### src/psg_pkg.sv
package psg_pkg;
  // apb byte offsets
  localparam logic [7:0]  OFS_CTRL    = 8'h00;
  localparam logic [7:0]  OFS_STEP    = 8'h04;
  localparam logic [7:0]  OFS_PERIODS = 8'h08;
  localparam logic [7:0]  OFS_AMP     = 8'h0C;
  localparam logic [7:0]  OFS_OFFSET  = 8'h10;
  localparam logic [7:0]  OFS_STATUS  = 8'h14;
  localparam logic [7:0]  OFS_LAST    = 8'h18;
  // ctrl mode codes, bits [2:0]
  localparam logic [2:0]  MODE_SINE   = 3'h0;
  localparam logic [2:0]  MODE_SQUARE = 3'h1;
  localparam logic [2:0]  MODE_TRI    = 3'h2;
  localparam logic [2:0]  MODE_CNT    = 3'h3;
  localparam logic [2:0]  MODE_CONST  = 3'h4;
  localparam logic [2:0]  MODE_NOISE  = 3'h5;
  localparam int          STAT_RUN    = 0;
  localparam int          STAT_DONE   = 1;
  // reset values and norm limits
  localparam logic [31:0] RST_STEP    = 32'h4000_0000;
  localparam logic [30:0] RST_PERIODS = 31'h0000_0000;
  localparam logic [15:0] RST_AMP     = 16'h7FFF;
  localparam logic [31:0] RST_OFFSET  = 32'h0000_0000;
  localparam logic [30:0] LFSR_SEED   = 31'h0000_0001;
  localparam logic [15:0] NORM_MAX    = 16'h7FFF;
  localparam logic [15:0] NORM_MIN    = 16'h8001;
  // timing and fifo size
  localparam int          CLK_HZ      = 100_000_000;
  localparam int          UPDATE_HZ   = 19_200;
  localparam int          TICK_DIV    = CLK_HZ / UPDATE_HZ;
  localparam int          FIFO_DEPTH  = 4;
  localparam int          FIFO_WIDTH  = 32;

  typedef enum logic [5:0] {
    PSG_SINE   = 6'h01,
    PSG_SQUARE = 6'h02,
    PSG_TRI    = 6'h04,
    PSG_CNT    = 6'h08,
    PSG_CONST  = 6'h10,
    PSG_NOISE  = 6'h20
  } psg_wave_t;

  typedef struct packed {
    psg_wave_t   wave;
    logic [31:0] step;
    logic [30:0] period_count;
    logic [15:0] amp;
    logic [31:0] offset;
  } psg_cfg_t;
endpackage : psg_pkg

### src/psg_gen.sv
// Added by the designer: the APB slave port and the placing of the registers.
`timescale 1ns/1ps
// Functional notes
// - software selects sine, square, triangle, counter, constant or noise and samples follow that shape.
// - while the run gate is low, generation halts and each sample is the offset.
// - a low-to-high run gate restarts the waveform at the start of a period.
// - the configured period_count is emitted, and a count of zero runs forever.
// - the frequency step moves only sine, square and triangle.
// - the period count counts only periodic shapes and holds up to 2^31-1.
// - after the last period the sample is the offset.
// - counter mode steps by one per tick from minus amplitude to plus amplitude.
// - noise samples come from a maximal 31-bit pseudo-random sequence.
module psg_fifo #(
  parameter int WIDTH = 32,
  parameter int DEPTH = 4
) (
  input  wire logic             i_ref_clk,
  input  wire logic             i_sys_rst,
  input  wire logic             i_clk_en,
  input  wire logic             i_in_valid,
  output logic                  o_in_ready,
  input  wire logic [WIDTH-1:0] i_in_data,
  output logic                  o_out_valid,
  input  wire logic             i_out_ready,
  output logic      [WIDTH-1:0] o_out_data
);
  localparam int AW = $clog2(DEPTH);
  logic [WIDTH-1:0] mem [DEPTH];
  logic [AW-1:0]    wr_ptr;
  logic [AW-1:0]    rd_ptr;
  logic [AW:0]      fill;
  logic             push;
  logic             pop;

  // full only at DEPTH entries; an empty fifo must accept
  assign o_in_ready  = (fill != (AW+1)'(DEPTH));
  assign o_out_valid = (fill != '0);
  assign push        = i_clk_en && i_in_valid && o_in_ready;
  assign pop         = i_clk_en && o_out_valid && i_out_ready;
  assign o_out_data  = mem[rd_ptr];

  always_ff @(posedge i_ref_clk) begin
    if (push) begin
      mem[wr_ptr] <= i_in_data;
    end
  end

  always_ff @(posedge i_ref_clk) begin
    if (i_sys_rst) begin
      wr_ptr <= '0;
      rd_ptr <= '0;
      fill   <= '0;
    end else begin
      if (push) begin
        wr_ptr <= (int'(wr_ptr) == DEPTH - 1) ? '0 : wr_ptr + 1'b1;
      end
      if (pop) begin
        rd_ptr <= (int'(rd_ptr) == DEPTH - 1) ? '0 : rd_ptr + 1'b1;
      end
      fill <= fill + (AW+1)'(push) - (AW+1)'(pop);
    end
  end
endmodule : psg_fifo

module psg_gen #(
  parameter int TICK_DIV = psg_pkg::TICK_DIV
) (
  input  wire logic        i_ref_clk,
  input  wire logic        i_sys_rst,
  input  wire logic        i_clk_en,
  input  wire logic        i_run_gate,
  input  wire logic        psel,
  input  wire logic        penable,
  input  wire logic        pwrite,
  input  wire logic [7:0]  paddr,
  input  wire logic [31:0] pwdata,
  output logic [31:0]      prdata,
  output logic             pready,
  output logic             pslverr,
  output logic             o_smp_valid,
  input  wire logic        i_smp_ready,
  output logic [31:0]      o_smp_data
);
  psg_pkg::psg_cfg_t cfg;
  logic [2:0]        mode_code;
  logic [15:0]       tick_cnt;
  logic              tick_due;
  logic              gate_s1, gate_s2, gate_s3;
  logic              run;
  logic              gate_rise;
  logic              gate_fall;
  logic [31:0]       phase;
  logic [30:0]       periods_done;
  logic              done;
  logic signed [31:0] cnt_val;
  logic [30:0]       lfsr;
  logic [31:0]       last;
  logic              fifo_ready;
  logic              push;
  logic              periodic;
  logic [32:0]       next_phase;
  logic signed [15:0] norm;
  logic [14:0]       half;
  logic [29:0]       parab;
  logic [15:0]       tri_q;
  logic signed [31:0] scaled;
  logic [31:0]       next_result;

  // apb slave: zero wait states, read data latched in setup phase
  assign pready = 1'b1;
  always_ff @(posedge i_ref_clk) begin
    if (i_sys_rst) begin
      mode_code <= psg_pkg::MODE_SINE;
      cfg.step  <= psg_pkg::RST_STEP;
      cfg.period_count <= psg_pkg::RST_PERIODS;
      cfg.amp    <= psg_pkg::RST_AMP;
      cfg.offset <= psg_pkg::RST_OFFSET;
    end else if (i_clk_en && psel && penable && pwrite) begin
      case (paddr)
        psg_pkg::OFS_CTRL:    mode_code <= pwdata[2:0];
        psg_pkg::OFS_STEP:    cfg.step <= pwdata;
        psg_pkg::OFS_PERIODS: cfg.period_count <= pwdata[30:0];
        psg_pkg::OFS_AMP:     cfg.amp <= pwdata[15:0];
        psg_pkg::OFS_OFFSET:  cfg.offset <= pwdata;
        default: ;
      endcase
    end
  end

  always_ff @(posedge i_ref_clk) begin
    if (i_sys_rst) begin
      prdata  <= 32'h0000_0000;
      pslverr <= 1'b0;
    end else if (i_clk_en && psel && !penable) begin
      pslverr <= 1'b0;
      case (paddr)
        psg_pkg::OFS_CTRL:    prdata <= {29'h0000_0000, mode_code};
        psg_pkg::OFS_STEP:    prdata <= cfg.step;
        psg_pkg::OFS_PERIODS: prdata <= {1'b0, cfg.period_count};
        psg_pkg::OFS_AMP:     prdata <= {16'h0000, cfg.amp};
        psg_pkg::OFS_OFFSET:  prdata <= cfg.offset;
        psg_pkg::OFS_STATUS:  prdata <= {30'h0000_0000, done, run};
        psg_pkg::OFS_LAST:    prdata <= last;
        default: begin
          prdata  <= 32'h0000_0000;
          pslverr <= 1'b1;
        end
      endcase
    end
  end

  // unknown codes fall back to sine so the shape is never undefined
  always_comb begin
    case (mode_code)
      psg_pkg::MODE_SQUARE: cfg.wave = psg_pkg::PSG_SQUARE;
      psg_pkg::MODE_TRI:    cfg.wave = psg_pkg::PSG_TRI;
      psg_pkg::MODE_CNT:    cfg.wave = psg_pkg::PSG_CNT;
      psg_pkg::MODE_CONST:  cfg.wave = psg_pkg::PSG_CONST;
      psg_pkg::MODE_NOISE:  cfg.wave = psg_pkg::PSG_NOISE;
      default:              cfg.wave = psg_pkg::PSG_SINE;
    endcase
  end

  // gate pin sync; s1 only feeds s2
  always_ff @(posedge i_ref_clk) begin
    if (i_sys_rst) begin
      gate_s1 <= 1'b0;
      gate_s2 <= 1'b0;
      gate_s3 <= 1'b0;
      run     <= 1'b0;
    end else if (i_clk_en) begin
      gate_s1 <= i_run_gate;
      gate_s2 <= gate_s1;
      gate_s3 <= gate_s2;
      if (gate_s2 == gate_s3) begin
        run <= gate_s2;
      end
    end
  end
  assign gate_rise = (gate_s2 == gate_s3) && gate_s2 && !run;
  assign gate_fall = (gate_s2 == gate_s3) && !gate_s2 && run;

  // update tick; a stalled fifo holds the tick pending
  always_ff @(posedge i_ref_clk) begin
    if (i_sys_rst) begin
      tick_cnt <= 16'h0000;
      tick_due <= 1'b0;
    end else if (i_clk_en) begin
      if (int'(tick_cnt) == TICK_DIV - 1) begin
        tick_cnt <= 16'h0000;
        tick_due <= 1'b1;
      end else begin
        tick_cnt <= tick_cnt + 16'h0001;
        if (push) begin
          tick_due <= 1'b0;
        end
      end
    end
  end
  assign push = i_clk_en && tick_due && fifo_ready;

  assign periodic   = (cfg.wave == psg_pkg::PSG_SINE) || (cfg.wave == psg_pkg::PSG_SQUARE)
                   || (cfg.wave == psg_pkg::PSG_TRI);
  assign next_phase = {1'b0, phase} + {1'b0, cfg.step};

  // waveform state
  always_ff @(posedge i_ref_clk) begin
    if (i_sys_rst) begin
      phase        <= 32'h0000_0000;
      periods_done <= 31'h0000_0000;
      done         <= 1'b0;
      cnt_val      <= 32'h0000_0000;
      lfsr         <= psg_pkg::LFSR_SEED;
    end else if (i_clk_en) begin
      if (gate_rise || !run) begin
        phase        <= 32'h0000_0000;
        periods_done <= 31'h0000_0000;
        done         <= 1'b0;
        cnt_val      <= -32'(signed'(cfg.amp));
      end else if (push && !done) begin
        if (periodic) begin
          phase <= next_phase[31:0];
          if (next_phase[32]) begin
            periods_done <= periods_done + 31'h0000_0001;
            if (cfg.period_count != '0 && periods_done + 31'h0000_0001 == cfg.period_count) begin
              done <= 1'b1;
            end
          end
        end
        if (cnt_val >= 32'(signed'(cfg.amp))) begin
          cnt_val <= -32'(signed'(cfg.amp));
        end else begin
          cnt_val <= cnt_val + 32'sh0000_0001;
        end
        lfsr <= {lfsr[29:0], lfsr[30] ^ lfsr[27]};
      end
    end
  end

  // parabolic sine keeps the lut out at a few percent of error
  assign half  = phase[30:16];
  assign parab = 30'(half) * 30'(15'h7FFF - half);
  assign tri_q = phase[31] ? ~phase[30:15] : phase[30:15];

  always_comb begin
    case (cfg.wave)
      psg_pkg::PSG_SINE:   norm = phase[31] ? -signed'(parab[28:13]) : signed'(parab[28:13]);
      psg_pkg::PSG_SQUARE: norm = phase[31] ? psg_pkg::NORM_MIN : psg_pkg::NORM_MAX;
      psg_pkg::PSG_TRI:    norm = {~tri_q[15], tri_q[14:0]};
      psg_pkg::PSG_NOISE:  norm = lfsr[15:0];
      default:             norm = psg_pkg::NORM_MAX;
    endcase
    if (cfg.wave == psg_pkg::PSG_SINE && parab[28]) begin
      norm = phase[31] ? psg_pkg::NORM_MIN : psg_pkg::NORM_MAX;
    end
    scaled = (32'(norm) * 32'(signed'(cfg.amp))) >>> 15;
    if (!run || done) begin
      next_result = cfg.offset;
    end else if (cfg.wave == psg_pkg::PSG_CNT) begin
      next_result = cfg.offset + cnt_val;
    end else if (cfg.wave == psg_pkg::PSG_CONST) begin
      next_result = cfg.offset + 32'(signed'(cfg.amp));
    end else begin
      next_result = cfg.offset + scaled;
    end
  end

  always_ff @(posedge i_ref_clk) begin
    if (i_sys_rst) begin
      last <= 32'h0000_0000;
    end else if (push) begin
      last <= next_result;
    end
  end

  psg_fifo #(.WIDTH(psg_pkg::FIFO_WIDTH), .DEPTH(psg_pkg::FIFO_DEPTH)) u_fifo (
    .i_ref_clk  (i_ref_clk),
    .i_sys_rst  (i_sys_rst),
    .i_clk_en   (i_clk_en),
    .i_in_valid (tick_due),
    .o_in_ready (fifo_ready),
    .i_in_data  (next_result),
    .o_out_valid(o_smp_valid),
    .i_out_ready(i_smp_ready),
    .o_out_data (o_smp_data)
  );
endmodule : psg_gen

### config.mk
export PLATFORM = sky130hd
export DESIGN_NAME = psg_gen
export DESIGN_NICKNAME = d
export VERILOG_FILES = /design/src/psg_pkg.sv /design/src/psg_gen.sv
export SDC_FILE = /design/constraint.sdc
export NUM_CORES = 2
export LEC_CHECK = 0
export ABC_CLOCK_PERIOD_IN_PS = 21900
export BUFFER_PORTS_ARGS = -buffer_cell sky130_fd_sc_hd__buf_4
export CAP_MARGIN = 15
export CELL_PAD_IN_SITES_DETAIL_PLACEMENT = 0
export CELL_PAD_IN_SITES_GLOBAL_PLACEMENT = 1
export CORE_UTILIZATION = 50
export DETAILED_ROUTE_END_ITERATION = 10
export PLACE_DENSITY = 0.91
export SETUP_SLACK_MARGIN = 0.4
export SLEW_MARGIN = 20
export SYNTH_ARGS = -nofsm -noshare
export SYNTH_HDL_FRONTEND = slang
export SYNTH_SLANG_ARGS = --single-unit
### constraint.sdc
create_clock -name i_ref_clk -period 21.9 [get_ports i_ref_clk]
set_input_delay 1.095 -clock i_ref_clk [delete_from_list [all_inputs] [get_ports i_ref_clk]]
set_output_delay 1.095 -clock i_ref_clk [all_outputs]
set_load 0.01 [all_outputs]
## After elaboration in Yosys (flattened, before gate mapping)

Memories as Yosys holds them, arrays and structs flattened. A register that Yosys moved wholly into a read port is not among the register bits.
Index checks and enable logic that the tools add are counted.

- RAM bits: 128
- Output and inout bits: 67
- Word-level logic and storage cells: 143
- Register bits after elaboration: 334
- Memories: 1

Memory list:

| name | words | bits a word | read ports | clocked after memory_dff | write ports | line | source |
|---|---|---|---|---|---|---|---|
| u_fifo.mem | 4 | 32 | 1 | 1 | 1 | psg_gen.sv:28 | `logic [WIDTH-1:0] mem [DEPTH];` |

- Multiply operators: 2
- Magnitude comparators: 1
- Multiplexer cells: 35
- Add/sub/neg operators: 14
- Bitwise logic cells: 4
- Equality and inequality tests: 23
- Reduce and logical (&&, ||, !) cells: 41

Operators with widths:

| kind | number |
|---|---|
| 2-to-1 mux 32 bit | 9 |
| case mux 32 bit (7 select lines) | 1 |
| 2-to-1 mux 31 bit | 4 |
| adder 32 bit | 3 |
| 2-to-1 mux 16 bit | 5 |
| case mux 16 bit (4 select lines) | 1 |
| adder 32 x 32 -> 33 bit | 1 |
| adder 32 x 2 -> 32 bit, second input constant | 1 |
| >= comparator 32 x 16 -> 1 bit | 1 |
| multiplier 16 x 16 -> 32 bit | 1 |
| negator 16 -> 32 bit | 1 |
| adder 31 x 1 -> 31 bit, second input constant | 1 |
| equality test 31 bit | 1 |
| nonzero test 31 bit | 1 |
| case mux 6 bit (5 select lines) | 1 |
| multiplier 16 x 16 -> 29 bit | 1 |
| equality test 8 x 5 -> 1 bit, second input constant | 3 |
| adder 16 x 1 -> 16 bit, second input constant | 1 |
| equality test 16 x 14 -> 1 bit, second input constant | 1 |
| equality test 8 x 4 -> 1 bit, second input constant | 2 |
| negator 16 bit | 1 |
| inverter 16 bit | 1 |
| AND reduction 2 bit | 8 |
| subtractor 15 x 15 -> 16 bit, first input constant | 1 |
| 30 further kinds | 69 |

## Longest topological paths before layout

- Depth after elaboration: 11
- Gate-level depth with buffers: 74
- Mapped depth without buffers: 71

## Cells and area by module

From an unflattened synthesis, not the netlist that was laid out.

- Cells, all modules: 4842
- Area total of the unflattened synthesis: 42172.9 µm²

Modules (own cells, without submodules):

| module | times used | cells an instance | seq. area each (µm²) | area each (µm²) |
|---|---|---|---|---|
| psg_gen | 1 | 4623 | 6546.3 | 37058.0 |
| psg_fifo | 1 | 219 | 4023.9 | 5114.9 |

## Worst setup path after synthesis

OpenSTA, ideal clock, no wires.

- Path type: reg-to-reg
- Start: register phase[19]
- End: register last[31]
- Arrival: 15451 ps
- Path slack: 6390 ps
- Stages on the path, launching flop included: 65
- Setup time: 59 ps
- Buffers on the path: 4
- Required time: 21841 ps
- Cells stage by stage: dfxtp_1 > clkbuf_1 > clkinv_1 > clkbuf_1 > nand2_1 > fa_1 > fa_1 > fa_1 > fa_1 > inv_1 > fa_1 > inv_1 > fa_1 > inv_1 > ha_1 > o21ai_0 > o21bai_1 > a21oi_1 > [29 not listed] > o21ai_1 > nand3_1 > or3b_2 > a21oi_1 > ha_1 > o21ai_0 > a21boi_0 > a41oi_2 > a211oi_1 > nand4_1 > a31o_2 > a21oi_1 > a311o_1 > nand4_1 > mux2_2 > nand3_1 > xor2_1 > o21ba_1

- Cells in the longest elaborated chain, start to end: 11
- Elaborated cells between the ends (all ways): 14
- Classes of those cells: 3 x add/sub; 2 x mul; 7 x mux; 1 x bitwise; 1 x reduce/logical

RTL lines:

| element | line | source |
|---|---|---|
| start, declared | psg_gen.sv:92 | `logic [31:0] phase;` |
| start signal, assigned | psg_gen.sv:222 | `phase <= next_phase[31:0];` |
| subtractor 15 x 15 -> 16 bit | psg_gen.sv:242 | `assign parab = 30'(half) * 30'(15'h7FFF - half);` |
| multiplier 16 x 16 -> 29 bit | psg_gen.sv:242 |  |
| negator 16 bit | psg_gen.sv:247 | `psg_pkg::PSG_SINE: norm = phase[31] ? -signed'(parab[28:13]) : signed'(parab[28:13]);` |
| 2-to-1 mux 16 bit | psg_gen.sv:247 |  |
| case mux 16 bit (4 select lines) | psg_gen.sv:246 | `case (cfg.wave)` |
| 2-to-1 mux 16 bit (*) | psg_gen.sv:253 | `if (cfg.wave == psg_pkg::PSG_SINE && parab[28]) begin` |
| multiplier 16 x 16 -> 32 bit (*) | psg_gen.sv:256 | `scaled = (32'(norm) * 32'(signed'(cfg.amp))) >>> 15;` |
| adder 32 bit (*) | psg_gen.sv:264 | `next_result = cfg.offset + scaled;` |
| 2-to-1 mux 32 bit (*) | psg_gen.sv:261 | `end else if (cfg.wave == psg_pkg::PSG_CONST) begin` |
| 2-to-1 mux 32 bit (*) | psg_gen.sv:259 | `end else if (cfg.wave == psg_pkg::PSG_CNT) begin` |
| 2-to-1 mux 32 bit (*) | psg_gen.sv:257 | `if (!run \|\| done) begin` |
| net next_result[31] | psg_gen.sv:107 | `logic [31:0] next_result;` |
| end signal, assigned | psg_gen.sv:272 | `last <= next_result;` |
| end, declared | psg_gen.sv:97 | `logic [31:0] last;` |

The timed path passes the listed nets; every way through them passes the cells marked *.
A chain may end at the register's enable or synchronous reset.

## Final worst setup path

- Start: register phase[19]
- End: memory u_fifo.mem[3][31] (data pin)

- Cells in the longest elaborated chain, start to end: 11
- Elaborated cells between the ends (all ways): 14
- Classes of those cells: 3 x add/sub; 2 x mul; 7 x mux; 1 x bitwise; 1 x reduce/logical

RTL lines:

| element | line |
|---|---|
| subtractor 15 x 15 -> 16 bit | psg_gen.sv:242 |
| multiplier 16 x 16 -> 29 bit | psg_gen.sv:242 |
| negator 16 bit | psg_gen.sv:247 |
| 2-to-1 mux 16 bit | psg_gen.sv:247 |
| case mux 16 bit (4 select lines) | psg_gen.sv:246 |
| 2-to-1 mux 16 bit (*) | psg_gen.sv:253 |
| multiplier 16 x 16 -> 32 bit (*) | psg_gen.sv:256 |
| adder 32 bit (*) | psg_gen.sv:264 |
| 2-to-1 mux 32 bit (*) | psg_gen.sv:261 |
| 2-to-1 mux 32 bit (*) | psg_gen.sv:259 |
| 2-to-1 mux 32 bit (*) | psg_gen.sv:257 |
| net next_result[31] | psg_gen.sv:107 |
| end, declared | psg_gen.sv:28 |

Marks and branches as above.

==> metrics <==
Comb power frac 4.7%; Power Density ~39 nW/µm²; area occupied by multi-input gates 27,900 µm²; CP Max Fanout 19; Detailed Place HPWL 90.6 mm; global-route wire length before repair 193 mm; metal2 WL between 50 and 60 mm; #FFs+latches synth between 400 and 500; maximum capacitance violations 0; Routed Antenna Nets 0; TritonCTS buffer count 45; Storage cell area 10,600 µm²; Final TNS setup 0 ns; uppermost layer routed met5; Die Area between 80,000 and 90,000 µm²; critical path class register to register; antenna violations before repair 1; core area 82,100 µm²; Post-CTS Hold Buffers 0; # DRC 0; LEAKAGE 21.1 nW; fin crit period 17.96 ns; Post-synth EDFFs roughly 130; Critical Path RT 22.28 ns; layout cells sized above 1 under 10%; crit share post-route 82.0%; # nets final 5,549; Reg clk slew, reported paths 0.06 ns; clk_lat worst skew 0.59 ns; metal1 wirelength 51.9 mm; crit start category register; RSZ-0062 raised after global routing no; # IOs 115; P&R area growth vs syn 8.21%; area post-placement 43,400 µm²; Synth top area share 19.6%; gpl congestion 0.940; Max H-tree Level 2; run status finished clean; Fin Hold WS ~0.45 ns; synthesized cell area 41,500 µm²; syn avg cell area slightly below 9 µm²; worst path arrival time 18.33 ns; Slew headroom 20.2%; Async SR Flop Fraction 0%; fillcell total 7,439; pins over their slew limit 0; number of global-route vias before repair 33,600; maximum VDD drop 0.0521 mV; total chip power 1.77 mW; met3 WL 11.4 mm; slowest cell delay on critical path between 0.7 and 0.8 ns; Clock power frac 45.1%; largest net degree at the start of global routing 92; Die H 290 µm; CTS tree done; worst slew pin tran 1.18 ns; Synth area leader fa_1; postcts setup bufs 0; row count 105; grt ovf 0; Root Buffer clkbuf_16; DRT iter0 DRCs between 3,000 and 4,000; Initial Utilization 50.6%; ys flop type dfxtp_1; PostCTS Resize Cnt 0; Clock Skew 0.0378 ns; WL/cell between 20 and 25 µm; gr usage total 29.0%; Die X 290 µm; largest cells by area after synthesis fa_1 20%, dfxtp_1 16%, ha_1 9.6%, edfxtp_1 9.3%, nand2_1 6.4%; Routed WL 122 mm; CP endpoint kind register; routed vias 34,400; Sw Share 23.4%; Post-Syn Instances 4,785; Reg power frac 50.2%; Hold Vio Cnt, Final 0; slowest CP cell clkinv_1; ANT cells 0; port buffer count 113; Syn Nets between 5,000 and 6,000; fmax around 0.056 GHz; Synth cell types 96; Sink Count approximately 460; CP most frequent cell fa_1; Switching Power 415 µW; DR pass1 iterations 6; Seq/Total Area, Yosys ~25%; min-delay worst type register to register; Yosys warning count 0; maximum buffer depth of the clock tree 3; Post-Layout Inst Area 44,900 µm²; # setup viols final 0; internal cell power between 1 and 1.5 mW; vias per cell 5.84
## logic make-up after synthesis
kind of cell	Yosys count	synth area share (%)
other	1	0.00903
adders and majority gates	726	29.2
buffers and inverters	834	7.65
AOI/OAI and AO/OA	947	14.4
xor gates and xnor gates	208	4.41
DFF	464	25.5
and+or+nand+nor	1556	16.7
muxes	49	2.15
## worst paths after layout
path | startpoint | endpoint | slack, ns | depth (start not counted)
setup / recovery | phase[19] | u_fifo.mem[3][31] | 3.94 | 63
hold / removal | lfsr[17] | lfsr[18] | 0.45 | 2
setup reg to reg | phase[19] | u_fifo.mem[3][31] | 3.94 | 63
hold reg to reg | lfsr[17] | lfsr[18] | 0.45 | 2
## sequential cells by signal, indices dropped and copies added, names as in the netlist, 2 cells and up, named ones only
signal	cells
periods_done	31
cnt_val	32
tick_cnt	16
cfg	111
lfsr	31
u_fifo.rd_ptr	2
u_fifo.mem	128
mode_code	3
prdata	32
u_fifo.wr_ptr	2
phase	32
last	32
u_fifo.fill	3
## final cells by class
class	count	area share, %
tap	1070	2.98
timing repair buffer	193	3.24
clock inverter	19	0.437
multi-input combinational	3487	62.0
clock buffer	63	2.91
sequential	464	23.5
inverter	584	4.88
## power by group through the flow
| stage | logic (mW) | registers (mW) | clock network [mW] |
|---|---|---|---|
| 2_1_floorplan | 0.0535 | 0.906 | 0 |
| 3_3_place_gp | 0.0814 | 0.909 | 0 |
| 3_5_place_dp | 0.0820 | 0.909 | 0 |
| 4_1_cts | 0.0827 | 0.890 | 0.805 |
| 5_1_grt | 0.0901 | 0.891 | 0.837 |
| 6_report | 0.0831 | 0.891 | 0.799 |
## metrics by stage
step	instances	utilization, %	worst slack, ns
2_1_floorplan	4785	-	6.39
3_3_place_gp	5798	52.9	4.46
3_5_place_dp	5798	52.9	4.16
4_1_cts	5880	54.7	4.14
5_1_grt	5880	54.7	2.87
6_report	5880	54.7	3.94
## metal layers
metal,up-vias,GRT usage [%]
met4,2,8.17
met5,-,0
met1,16700,41.1
met2,1537,46.1
li1,15800,-
met3,243,4.22
## worst max-delay path: cells and delay by family (launching register included)
kind	cells	cell delay, ns
AND/OR/NAND/NOR	9	1.53
XOR/XNOR	1	0.31
AO/OA/AOI/OAI	26	6.40
adder cells (fa/ha/maj)	15	7.06
buffers and inverters	10	1.18
multiplexers	2	0.59
flip-flops	1	0.68
## cell usage in the layout (no fill, tap or decap), types with 88 or more instances in the layout
master,n
a21o_1,91
a21oi_1,369
a22oi_1,88
and2_1,101
buf_4,192
dfxtp_1,334
edfxtp_1,128
fa_1,406
ha_1,320
inv_1,570
nand2_1,708
nor2_1,385
o21ai_0,157
xnor2_1,135
## cell usage after synthesis, types with 35 or more instances
library cell,number
a21o_1,91
nand3_1,71
o21ai_0,158
nor3_1,41
and3_1,39
fa_1,406
clkbuf_1,211
xnor2_1,135
nor2b_1,35
nand4_1,39
nand2b_1,45
edfxtp_1,128
dfxtp_1,336
a22oi_1,88
nand2_1,708
nor2_1,388
and2_1,100
inv_1,570
a21oi_1,372
ha_1,320
xor2_1,72
Power figures use the tool's default switching activity.
